File: src/inc/port_mux_pkg.sv
// port_mux_pkg: register map, field layout, reset values and bus states of the port pin block.
// assumes one 32-bit AXI4-Lite slave, one register per aligned word, eight pins per port.
// Operation
// - clamp each digital input to ground during power-down, power-save or standby
// - no clamp on a pin whose external interrupt request is enabled
// - clamp stays on for an interrupt-capable pin whose request is disabled
// - clamp release on a held-high disabled edge pin sets its flag on wake
// - pull-ups are off while reset is asserted
// - without pull-up force, pull-up on only for direction 0, value 1, disable 0
// - with pull-up force, the force value alone sets the pull-up
// - driver enable comes from direction force value if forced, else direction bit
// - forced direction: driver on when force value set, off when clear
// - enabled driver drives force value if forced, else the stored output value
// - forced output value equals the force value, ignoring the stored bit
// - peripheral invert strobe inverts the stored output value bit
// - input enable comes from input force value if forced, else sleep state
// - forced input enable follows the force value regardless of sleep
// - raw input to peripherals taken after the trigger, before the synchroniser
// - analog path goes straight to the pad, past all digital gating
// - strobes shared per port, clock, sleep and pull-up disable shared; forces per pin; the code takes one invert strobe bit per pin
// - each pin offers its converter channel and pin-change source of same index
// - without forces direction 1 is output driving stored value, 0 is input
// - writing one to an input register bit inverts the stored output value
package port_mux_pkg;
  localparam int PIN_COUNT = 8;
  localparam int ADDR_W = 8;
  localparam logic [7:0] OFS_DIR = 8'h00;
  localparam logic [7:0] OFS_OUT = 8'h04;
  localparam logic [7:0] OFS_IN = 8'h08;
  localparam logic [7:0] OFS_CTRL = 8'h0c;
  localparam logic [7:0] OFS_FLAG = 8'h10;
  localparam logic [7:0] OFS_EDGE = 8'h14;
  localparam int SEL_W = 6;
  localparam int CTRL_PUD_BIT = 0;
  localparam logic [7:0] RST_DIR = 8'h00;
  localparam logic [7:0] RST_OUT = 8'h00;
  localparam logic [7:0] RST_CTRL = 8'h00;
  localparam logic [15:0] RST_EDGE = 16'h0000;
  localparam logic [1:0] EDGE_NONE = 2'h0;
  localparam logic [1:0] EDGE_ANY = 2'h1;
  localparam logic [1:0] EDGE_FALL = 2'h2;
  localparam logic [1:0] EDGE_RISE = 2'h3;
  localparam logic [1:0] RESP_OKAY = 2'h0;
  localparam logic [1:0] RESP_SLVERR = 2'h2;
  typedef enum logic [1:0] {WR_COLLECT = 2'b01, WR_RESP = 2'b10} wr_state_type;
  typedef enum logic [1:0] {RD_IDLE = 2'b01, RD_RESP = 2'b10} rd_state_type;
endpackage

File: src/inc/pin_mux_if.sv
// pin_mux_if: per-pin settings and forces into the pad mux, pad and input results out.
// assumes one port of N pins; the control end is the register block.
`timescale 1ns/1ps
interface pin_mux_if #(parameter int N = 8);
  logic [N-1:0] dir;
  logic [N-1:0] outv;
  logic global_pullup_disable;
  logic deep_sleep;
  logic [N-1:0] irq_en;
  logic [N-1:0] pu_fe;
  logic [N-1:0] pu_fv;
  logic [N-1:0] dir_fe;
  logic [N-1:0] dir_fv;
  logic [N-1:0] ov_fe;
  logic [N-1:0] ov_fv;
  logic [N-1:0] ib_fe;
  logic [N-1:0] ib_fv;
  logic [N-1:0] pad_in;
  logic [N-1:0] pad_out;
  logic [N-1:0] pad_oe;
  logic [N-1:0] pad_pullup;
  logic [N-1:0] raw_in;
  logic [N-1:0] pin_sync;
  logic [N-1:0] analog;
  modport core (input dir, outv, global_pullup_disable, deep_sleep, irq_en, pu_fe, pu_fv, dir_fe, dir_fv,
    ov_fe, ov_fv, ib_fe, ib_fv, pad_in,
    output pad_out, pad_oe, pad_pullup, raw_in, pin_sync, analog);
  modport ctrl (output dir, outv, global_pullup_disable, deep_sleep, irq_en, pu_fe, pu_fv, dir_fe, dir_fv,
    ov_fe, ov_fv, ib_fe, ib_fv, pad_in,
    input pad_out, pad_oe, pad_pullup, raw_in, pin_sync, analog);
endinterface

File: src/logic/pin_mux_core.sv
// pin_mux_core: merges register settings with peripheral forces per pin, clamps inputs
// in deep sleep and synchronises the pin level. assumes forces come straight from peripherals.
`timescale 1ns/1ps
module pin_mux_core
  import port_mux_pkg::*;
#(
  parameter int N = PIN_COUNT
) (
  input wire logic sys_clk,
  input wire logic reset,
  pin_mux_if.core pm
);
  logic [N-1:0] pull_req;
  logic [N-1:0] drv_en;
  logic [N-1:0] drv_val;
  logic [N-1:0] in_en;
  logic [N-1:0] sync1_r;
  logic [N-1:0] sync2_r;

  ////////////////////////////////////////////////////////////////////////////
  // output side: forces are combinational so a peripheral takes the pin at once
  genvar i;
  generate
    for (i = 0; i < N; i++) begin : g_pin
      assign pull_req[i] = pm.pu_fe[i] ? pm.pu_fv[i] :
        (!pm.dir[i] && pm.outv[i] && !pm.global_pullup_disable);
      assign drv_en[i] = pm.dir_fe[i] ? pm.dir_fv[i] : pm.dir[i];
      assign drv_val[i] = pm.ov_fe[i] ? pm.ov_fv[i] : pm.outv[i];
      // sleep clamp unless the external request keeps the input live
      assign in_en[i] = pm.ib_fe[i] ? pm.ib_fv[i] :
        !(pm.deep_sleep && !pm.irq_en[i]);
    end
  endgenerate

  // tri-state and no pull-up while reset holds, even with no clock running
  assign pm.pad_pullup = reset ? '0 : pull_req;
  assign pm.pad_oe = reset ? '0 : drv_en;
  assign pm.pad_out = drv_en & drv_val;
  assign pm.raw_in = pm.pad_in & in_en;
  assign pm.analog = pm.pad_in;

  ////////////////////////////////////////////////////////////////////////////
  // input synchroniser for the readable pin level
  always_ff @(posedge sys_clk or posedge reset) begin
    if (reset) begin
      sync1_r <= '0;
      sync2_r <= '0;
    end else begin
      sync1_r <= pm.raw_in;
      sync2_r <= sync1_r;
    end
  end
  assign pm.pin_sync = sync2_r;
endmodule // pin_mux_core

File: src/logic/port_pin_override_mux.sv
// port_pin_override_mux: one eight-pin port with AXI4-Lite registers, peripheral
// override inputs, deep-sleep clamping and pin edge flags.
// assumes pad buffers outside combine pad_out, pad_oe and pad_pullup into the wire.
//
// Our own choices: the address map and register access over AXI4-Lite.
`timescale 1ns/1ps
module port_pin_override_mux
  import port_mux_pkg::*;
#(
  parameter int N = PIN_COUNT
) (
  input wire logic sys_clk,
  input wire logic reset,
  input wire logic [ADDR_W-1:0] awaddr,
  input wire logic awvalid,
  output logic awready,
  input wire logic [31:0] wdata,
  input wire logic [3:0] wstrb,
  input wire logic wvalid,
  output logic wready,
  output logic [1:0] bresp,
  output logic bvalid,
  input wire logic bready,
  input wire logic [ADDR_W-1:0] araddr,
  input wire logic arvalid,
  output logic arready,
  output logic [31:0] rdata,
  output logic [1:0] rresp,
  output logic rvalid,
  input wire logic rready,
  input wire logic deep_sleep,
  input wire logic [N-1:0] ext_irq_en,
  input wire logic [N-1:0] pullup_force_en,
  input wire logic [N-1:0] pullup_force_val,
  input wire logic [N-1:0] dir_force_en,
  input wire logic [N-1:0] dir_force_val,
  input wire logic [N-1:0] outval_force_en,
  input wire logic [N-1:0] outval_force_val,
  input wire logic [N-1:0] outval_invert_en,
  input wire logic [N-1:0] inbuf_force_en,
  input wire logic [N-1:0] inbuf_force_val,
  input wire logic [N-1:0] pad_in,
  output logic [N-1:0] pad_out,
  output logic [N-1:0] pad_oe,
  output logic [N-1:0] pad_pullup,
  output logic [N-1:0] raw_pin_input,
  output logic [N-1:0] pin_change_irq_src,
  output logic [N-1:0] analog_pad_path,
  output logic [N-1:0] pin_edge_flag
);
  ////////////////////////////////////////////////////////////////////////////
  // helpers
  function automatic logic [SEL_W-1:0] reg_sel(input logic [ADDR_W-1:0] a);
    logic [ADDR_W-1:0] w;
    w = {a[ADDR_W-1:2], 2'b00};
    reg_sel = {w == OFS_EDGE, w == OFS_FLAG, w == OFS_CTRL,
      w == OFS_IN, w == OFS_OUT, w == OFS_DIR};
  endfunction

  function automatic logic [31:0] lane_merge(input logic [31:0] old,
    input logic [31:0] d, input logic [3:0] s);
    logic [31:0] m;
    m = old;
    for (int b = 0; b < 4; b++) begin
      if (s[b]) begin
        m[8*b +: 8] = d[8*b +: 8];
      end
    end
    lane_merge = m;
  endfunction

  ////////////////////////////////////////////////////////////////////////////
  // state
  wr_state_type wst_r;
  wr_state_type wst_nxt;
  rd_state_type rst_r;
  rd_state_type rst_nxt;
  logic aw_held_r;
  logic w_held_r;
  logic [ADDR_W-1:0] awaddr_r;
  logic [31:0] wdata_r;
  logic [3:0] wstrb_r;
  logic awready_r;
  logic wready_r;
  logic bvalid_r;
  logic [1:0] bresp_r;
  logic arready_r;
  logic rvalid_r;
  logic [1:0] rresp_r;
  logic [31:0] rdata_r;
  logic [N-1:0] dir_r;
  logic [N-1:0] dir_nxt;
  logic [N-1:0] out_r;
  logic [N-1:0] out_nxt;
  logic pud_r;
  logic pud_nxt;
  logic [2*N-1:0] edge_r;
  logic [2*N-1:0] edge_nxt;
  logic [N-1:0] flag_r;
  logic [N-1:0] flag_nxt;
  logic [N-1:0] prev_r;

  ////////////////////////////////////////////////////////////////////////////
  // pad mux, one instance serves the whole port
  pin_mux_if #(.N(N)) pm ();

  // one pull-up disable and sleep for all pins; request enables and forces per pin
  assign pm.dir = dir_r;
  assign pm.outv = out_r;
  assign pm.global_pullup_disable = pud_r;
  assign pm.deep_sleep = deep_sleep;
  assign pm.irq_en = ext_irq_en;
  assign pm.pu_fe = pullup_force_en;
  assign pm.pu_fv = pullup_force_val;
  assign pm.dir_fe = dir_force_en;
  assign pm.dir_fv = dir_force_val;
  assign pm.ov_fe = outval_force_en;
  assign pm.ov_fv = outval_force_val;
  assign pm.ib_fe = inbuf_force_en;
  assign pm.ib_fv = inbuf_force_val;
  assign pm.pad_in = pad_in;

  pin_mux_core #(.N(N)) u_core (
    .sys_clk(sys_clk),
    .reset(reset),
    .pm(pm)
  );

  // pad-facing paths stay combinational: forces must act in the cycle they rise
  assign pad_out = pm.pad_out;
  assign pad_oe = pm.pad_oe;
  assign pad_pullup = pm.pad_pullup;
  assign raw_pin_input = pm.raw_in;
  assign pin_change_irq_src = pm.raw_in;
  assign analog_pad_path = pm.analog;

  ////////////////////////////////////////////////////////////////////////////
  // write channel decode
  logic aw_take;
  logic w_take;
  logic wr_go;
  logic [SEL_W-1:0] wsel;
  logic [31:0] wmerge;
  logic [N-1:0] wbits;
  logic [N-1:0] toggle;
  logic [N-1:0] flag_clr;

  assign aw_take = awvalid && awready_r;
  assign w_take = wvalid && wready_r;
  assign wr_go = (wst_r == WR_COLLECT) && aw_held_r && w_held_r;
  assign wsel = wr_go ? reg_sel(awaddr_r) : '0;
  assign wmerge = lane_merge(32'h0000_0000, wdata_r, wstrb_r);
  assign wbits = wmerge[N-1:0];
  // a one written to the input register inverts the stored value
  assign toggle = (wsel[2] ? wbits : '0) | outval_invert_en;
  assign flag_clr = wsel[4] ? wbits : '0;

  logic [31:0] dir_word;
  logic [31:0] edge_word;
  assign dir_word = wsel[0] ? lane_merge({{(32-N){1'b0}}, dir_r}, wdata_r, wstrb_r)
    : {{(32-N){1'b0}}, dir_r};
  assign dir_nxt = dir_word[N-1:0];
  assign out_nxt = (wsel[1] ? wbits : out_r) ^ toggle;
  assign pud_nxt = (wsel[3] && wstrb_r[0]) ? wdata_r[CTRL_PUD_BIT] : pud_r;
  assign edge_word = wsel[5]
    ? lane_merge({{(32-2*N){1'b0}}, edge_r}, wdata_r, wstrb_r)
    : {{(32-2*N){1'b0}}, edge_r};
  assign edge_nxt = edge_word[2*N-1:0];

  ////////////////////////////////////////////////////////////////////////////
  // pin edge flags; a clamp release reads as a rising edge on wake
  logic [N-1:0] hit;
  genvar i;
  generate
    for (i = 0; i < N; i++) begin : g_edge
      logic rise;
      logic fall;
      assign rise = pm.pin_sync[i] && !prev_r[i];
      assign fall = !pm.pin_sync[i] && prev_r[i];
      assign hit[i] = (edge_r[2*i +: 2] == EDGE_ANY && (rise || fall)) ||
        (edge_r[2*i +: 2] == EDGE_FALL && fall) ||
        (edge_r[2*i +: 2] == EDGE_RISE && rise);
    end
  endgenerate
  // a new edge wins over a clear in the same cycle
  assign flag_nxt = (flag_r & ~flag_clr) | hit;

  ////////////////////////////////////////////////////////////////////////////
  // write state machine
  always_comb begin
    wst_nxt = wst_r;
    case (wst_r)
      WR_COLLECT: begin
        if (wr_go) begin
          wst_nxt = WR_RESP;
        end
      end
      WR_RESP: begin
        if (bready) begin
          wst_nxt = WR_COLLECT;
        end
      end
      default: wst_nxt = WR_COLLECT;
    endcase
  end

  always_ff @(posedge sys_clk or posedge reset) begin
    if (reset) begin
      wst_r <= WR_COLLECT;
      aw_held_r <= 1'b0;
      w_held_r <= 1'b0;
      awready_r <= 1'b1;
      wready_r <= 1'b1;
      bvalid_r <= 1'b0;
      bresp_r <= RESP_OKAY;
    end else begin
      wst_r <= wst_nxt;
      if (aw_take) begin
        aw_held_r <= 1'b1;
        awready_r <= 1'b0;
      end
      if (w_take) begin
        w_held_r <= 1'b1;
        wready_r <= 1'b0;
      end
      if (wr_go) begin
        bvalid_r <= 1'b1;
        bresp_r <= (reg_sel(awaddr_r) == '0) ? RESP_SLVERR : RESP_OKAY;
      end
      if (wst_r == WR_RESP && bready) begin
        bvalid_r <= 1'b0;
        aw_held_r <= 1'b0;
        w_held_r <= 1'b0;
        awready_r <= 1'b1;
        wready_r <= 1'b1;
      end
    end
  end

  always_ff @(posedge sys_clk) begin
    if (aw_take) begin
      awaddr_r <= awaddr;
    end
    if (w_take) begin
      wdata_r <= wdata;
      wstrb_r <= wstrb;
    end
  end

  ////////////////////////////////////////////////////////////////////////////
  // register file
  always_ff @(posedge sys_clk or posedge reset) begin
    if (reset) begin
      dir_r <= RST_DIR;
      out_r <= RST_OUT;
      pud_r <= RST_CTRL[CTRL_PUD_BIT];
      edge_r <= RST_EDGE;
      flag_r <= '0;
      prev_r <= '0;
    end else begin
      dir_r <= dir_nxt[N-1:0];
      out_r <= out_nxt;
      pud_r <= pud_nxt;
      edge_r <= edge_nxt[2*N-1:0];
      flag_r <= flag_nxt;
      prev_r <= pm.pin_sync;
    end
  end

  ////////////////////////////////////////////////////////////////////////////
  // read channel
  logic rd_take;
  logic [SEL_W-1:0] rsel;
  logic [31:0] rmux;

  assign rd_take = arvalid && arready_r;
  assign rsel = reg_sel(araddr);
  assign rmux = ({32{rsel[0]}} & {{(32-N){1'b0}}, dir_r}) |
    ({32{rsel[1]}} & {{(32-N){1'b0}}, out_r}) |
    ({32{rsel[2]}} & {{(32-N){1'b0}}, pm.pin_sync}) |
    ({32{rsel[3]}} & {31'h0000_0000, pud_r}) |
    ({32{rsel[4]}} & {{(32-N){1'b0}}, flag_r}) |
    ({32{rsel[5]}} & {{(32-2*N){1'b0}}, edge_r});

  always_comb begin
    rst_nxt = rst_r;
    case (rst_r)
      RD_IDLE: begin
        if (rd_take) begin
          rst_nxt = RD_RESP;
        end
      end
      RD_RESP: begin
        if (rready) begin
          rst_nxt = RD_IDLE;
        end
      end
      default: rst_nxt = RD_IDLE;
    endcase
  end

  always_ff @(posedge sys_clk or posedge reset) begin
    if (reset) begin
      rst_r <= RD_IDLE;
      arready_r <= 1'b1;
      rvalid_r <= 1'b0;
      rresp_r <= RESP_OKAY;
      rdata_r <= 32'h0000_0000;
    end else begin
      rst_r <= rst_nxt;
      if (rd_take) begin
        arready_r <= 1'b0;
        rvalid_r <= 1'b1;
        rdata_r <= rmux;
        rresp_r <= (rsel == '0) ? RESP_SLVERR : RESP_OKAY;
      end else if (rst_r == RD_RESP && rready) begin
        arready_r <= 1'b1;
        rvalid_r <= 1'b0;
      end
    end
  end

  ////////////////////////////////////////////////////////////////////////////
  // bus outputs straight from flip-flops
  assign awready = awready_r;
  assign wready = wready_r;
  assign bvalid = bvalid_r;
  assign bresp = bresp_r;
  assign arready = arready_r;
  assign rvalid = rvalid_r;
  assign rresp = rresp_r;
  assign rdata = rdata_r;
  assign pin_edge_flag = flag_r;
endmodule // port_pin_override_mux

File: config.mk
export PLATFORM = sky130hd
export DESIGN_NAME = port_pin_override_mux
export DESIGN_NICKNAME = d
export VERILOG_FILES = /design/src/inc/port_mux_pkg.sv /design/src/inc/pin_mux_if.sv /design/src/logic/pin_mux_core.sv /design/src/logic/port_pin_override_mux.sv
export SDC_FILE = /design/constraint.sdc
export NUM_CORES = 1
export LEC_CHECK = 0
export ABC_AREA = 1
export BUFFER_PORTS_ARGS = -buffer_cell sky130_fd_sc_hd__buf_4
export CAP_MARGIN = 20
export CORE_UTILIZATION = 50
export DETAILED_ROUTE_END_ITERATION = 7
export HOLD_SLACK_MARGIN = 0.06
export PLACE_DENSITY = 0.83
export SLEW_MARGIN = 20
export SYNTH_ARGS = -nofsm -noshare
export SYNTH_HDL_FRONTEND = slang
export SYNTH_HIERARCHICAL = 1
export SYNTH_SLANG_ARGS = --single-unit
File: constraint.sdc
create_clock -name sys_clk -period 4.5 [get_ports sys_clk]
set_input_delay 0.45 -clock sys_clk [delete_from_list [all_inputs] [get_ports sys_clk]]
set_output_delay 0.45 -clock sys_clk [all_outputs]
set_load 0.01 [all_outputs]
==> results <==
- The run finished with clean final reports.
- For this run, the slowest stage of the critical path takes 0.66 ns.
- The area growth from synthesis to layout is 30.50%.
- The number of pins exceeding their max-slew limit in the final report came to 0.
- The synthesized netlist cell count is 795.
- The primary flip-flop cell chosen by synthesis mapping is sky130_fd_sc_hd__dfrtp_1.
- The largest vdd supply drop is 0.2206 mV.
- The largest individual stage delay along the critical path comes from the cell sky130_fd_sc_hd__clkinv_1.
- The overflow left after global routing is 0.
- The final net count is 1151.
- In this run the power density over the cells is 404.9 nW/um^2.
- The worst register-to-register path has a setup slack of 2.43 ns.
- The first global-routing pass estimated 25550 um of wire.
- The top-area cell type share of the netlist area is 34.40%.
- In this run, CTS created clock tree buffers numbering 17.
- Walking the worst path, the cells encountered are nand2_1 -> clkinv_1 -> a21oi_1 -> inv_1.
- The global placer's final weighted congestion is 0.8578.
- After synthesis, the most frequently instantiated cells are sky130_fd_sc_hd__nand2_1, sky130_fd_sc_hd__inv_1, sky130_fd_sc_hd__dfrtp_1.
- The worst-margin pin slew is 1.074 ns.
- Row generation in the floorplan step produced 41 rows.
- The final cycle utilization of the critical path is 45.95%.
- The number of buffers inserted to repair setup after CTS is 0.
- Clock tree synthesis selected as its root buffer the cell sky130_fd_sc_hd__clkbuf_16.
- The sequential cell fraction of total power is 42.5%.
- For the final routed database, the setup TNS stands at 0 ns.
- The clock skew after layout is 0.008743 ns.
- Summed over all nets, the switching power comes to 1068 uW.
- For the worst setup path, the data arrival time is 2.36 ns.
- Per report_power, the clock group accounts for 33.5% of the total.
- Yosys attributes the largest share of cell area to sky130_fd_sc_hd__dfrtp_1, sky130_fd_sc_hd__edfxtp_1, sky130_fd_sc_hd__nand2_1.
- Input and output buffers added on the ports amount to 204.
- The vertical extent of the die is 115.8 um.
- The die footprint is 13410 um^2.
- The detailed placement HPWL is 12360 um.
- The worst hold path belongs to the class in -> async.
- For this run, the total global-route usage over all layers was measured as 25.25%.
- The initial utilization of the core area, before any placement, comes to 51.30%.
- The largest area contributor in the netlist is sky130_fd_sc_hd__dfrtp_1.
- In this run the static leakage power is 0.004412 uW.
- The count of endpoints failing hold in the final timing report is 0.
- The width of the chip is 115.8 um.
- The sequential area share after synthesis is 47.56%.
- The classification of the worst setup path is reg -> reg.
- The final number of setup-violating endpoints is 0.
- Counting flops and latches in the post-synthesis netlist gives 118.
- The count of warnings emitted by yosys is 6.
- The worst-case headroom to the max-slew limit is 28.13%.
- sky130_fd_sc_hd__nand2_1 is the most common cell in the netlist.
- The number of instances in the placed design is 1140.
- The highest clock frequency the design can meet is 483.7 MHz.
- The number of sinks on the clock net is 118.
- The core region is 12620 um^2.
- In this run, the number of DRC markers left after iteration 0 of detailed routing was 366.
- The total of cells resized after clock tree synthesis is 0.
- The clock insertion delay at the later pin of the skew report is 0.41 ns.
- Data on the critical path is required at its endpoint by 4.80 ns.
- The tool flagged a number of max-cap violations equal to 0.
- The clock-pin slew on the worst setup and hold paths is 0.05 ns.
- The detailed router placed 5946 vias in this run.
- Before antenna repair, the detailed router went through 7 iterations.
- The maximum fanout count along the critical path is 20.
- The clock tree buffer depth is 2.
- Of all flip-flops after synthesis, the portion carrying an async set or reset was 79.66%.
- The TritonCTS clock tree is done.
- Summing all placed instances gives a cell area of 7946 um^2.
- The number of hold buffers added after cts is 0.
- The worst setup path is launched from a flop.
- Once detail routing completed, the nets flagged for antenna violations numbered 0.
- The number of H-tree levels is 4.
- In this run switching power makes up 31.22% of total power.
- Cells with a size suffix above 1 make up 27.50% of the layout.
- STA classifies the critical path endpoint as a flop.
- After layout, the worst setup slack is 2.432 ns.
- In this run, the combinational gates consume 24.0% of the power.
- The via count of the first global-routing pass is 5473.
- The synthesized area per cell is 8.143 um^2.
- Setup repair after global routing left no endpoint under its margin.
- The total routed wirelength is 16380 um.
- The initial antenna violation count is 0.
- In the routed design, unresolved DRC markers number 0.
- Dividing the detail-routed via count by the number of cells gives 5.073.
- The internal portion of the total power is 2352 uW.
- For the finished layout, the period the worst path requires is 2.068 ns.
- In this run, synthesis inferred 24 flip-flops with an integrated enable.
- The largest net degree at the start of global routing is 56.
- The netlist area before placement is 6474 um^2.
- The count of different cell masters after synthesis is 35.
- Once layout is done, the placed cells without fillers occupy 8448 um^2.
- The final standard cell count with taps included and fillers excluded is 1172.
- During I/O placement, the number of pins put on the boundary was 245.
- The number of antenna repair diodes is 0.
- Dividing the detail-routed wire length by the instance count gives 13.97 um.
- OpenSTA, run right after detailed placement, puts the worst setup slack at 2.248 ns.
## per-layer routing
metal  GRT usage (%)  vias up  wire [um]
met4           9.316        0        240
met3           5.335       20       1371
met1           30.73     2753       6237
met2           44.17      290       8526
met5               0        -          0
li1                -     2883          -
## registers in the layout (all words and copies together), names as in the netlist, 2 cells and up
name	cells
wst_r	2
out_r	8
prev_r	8
wstrb_r	2
awaddr_r	6
wdata_r	16
u_core/sync1_r	8
dir_r	8
u_core/pm.pin_sync	8
rdata	16
edge_r	16
rst_r	2
pin_edge_flag	8
## critical path, delay by kind of cell, from the launching register on
kind	cells	cell delay, ns
AO/OA/AOI/OAI	1	0.35
AND/OR/NAND/NOR	1	0.50
flip-flops	1	0.37
buffers and inverters	2	0.73
## logic make-up (layout without fill, tap and decap cells)
kind of cell / after synthesis / after routing / synth area share [%]
adders and majority gates: 16 / 16 / 3.092
AOI/OAI and AO/OA: 127 / 127 / 11.36
DFF: 118 / 118 / 47.56
buffers and inverters: 187 / 375 / 13.39
other: 1 / 18 / 0.05793
and+or+nand+nor: 346 / 346 / 24.53
## cells in the final DEF (no fill, tap or decap), types with 11 or more instances in the layout
cell	n
sky130_fd_sc_hd__buf_4	206
sky130_fd_sc_hd__nand2_1	182
sky130_fd_sc_hd__inv_1	133
sky130_fd_sc_hd__dfrtp_1	89
sky130_fd_sc_hd__nor2_1	60
sky130_fd_sc_hd__o21ai_0	51
sky130_fd_sc_hd__nand3_1	43
sky130_fd_sc_hd__a21oi_1	25
sky130_fd_sc_hd__nand4_1	24
sky130_fd_sc_hd__edfxtp_1	24
sky130_fd_sc_hd__conb_1	18
sky130_fd_sc_hd__clkbuf_16	17
sky130_fd_sc_hd__o21ai_1	16
sky130_fd_sc_hd__ha_1	16
sky130_fd_sc_hd__nor3_1	11
## worst paths after layout
path | depth (start not counted) | to | startpoint
min in group sys_clk | 2 | awready | awvalid
min | 2 | dir_r[1] | reset
max | 4 | rst_r[1] | arready
max reg2reg | 4 | rst_r[1] | arready
max in group asynchronous | 3 | pin_edge_flag[7] | reset
min reg2reg | 0 | u_core/pm.pin_sync[7] | u_core/sync1_r[7]
## metrics by stage
stage	util (%)	total power (uW)	hold slack [ns]
after floorplan	-	1891	0.3312
after global placement	62.97	2267	0.3332
after detailed placement	62.97	2291	0.3347
after CTS	66.94	3443	0.1140
after global routing	66.94	3599	0.1398
final	66.94	3420	0.1020
## power groups by stage
stage | clock [uW] | combinational [uW] | sequential, uW
after detailed placement | 0 | 826 | 1470
after global placement | 0 | 806 | 1460
final | 1150 | 821 | 1450
after global routing | 1210 | 914 | 1470
after floorplan | 0 | 436 | 1460
after CTS | 1160 | 831 | 1450
## layout make-up
type,instances,area (um^2)
Clock buffer,22,444.2
Sequential cell,118,3079
Fill cell,1107,4172
Tap cell,172,215.2
Clock inverter,10,57.56
Multi-Input combinational cell,507,2591
Timing Repair Buffer,206,1546
Inverter,137,514.2
Note: power is estimated with default switching activity, not from simulation.
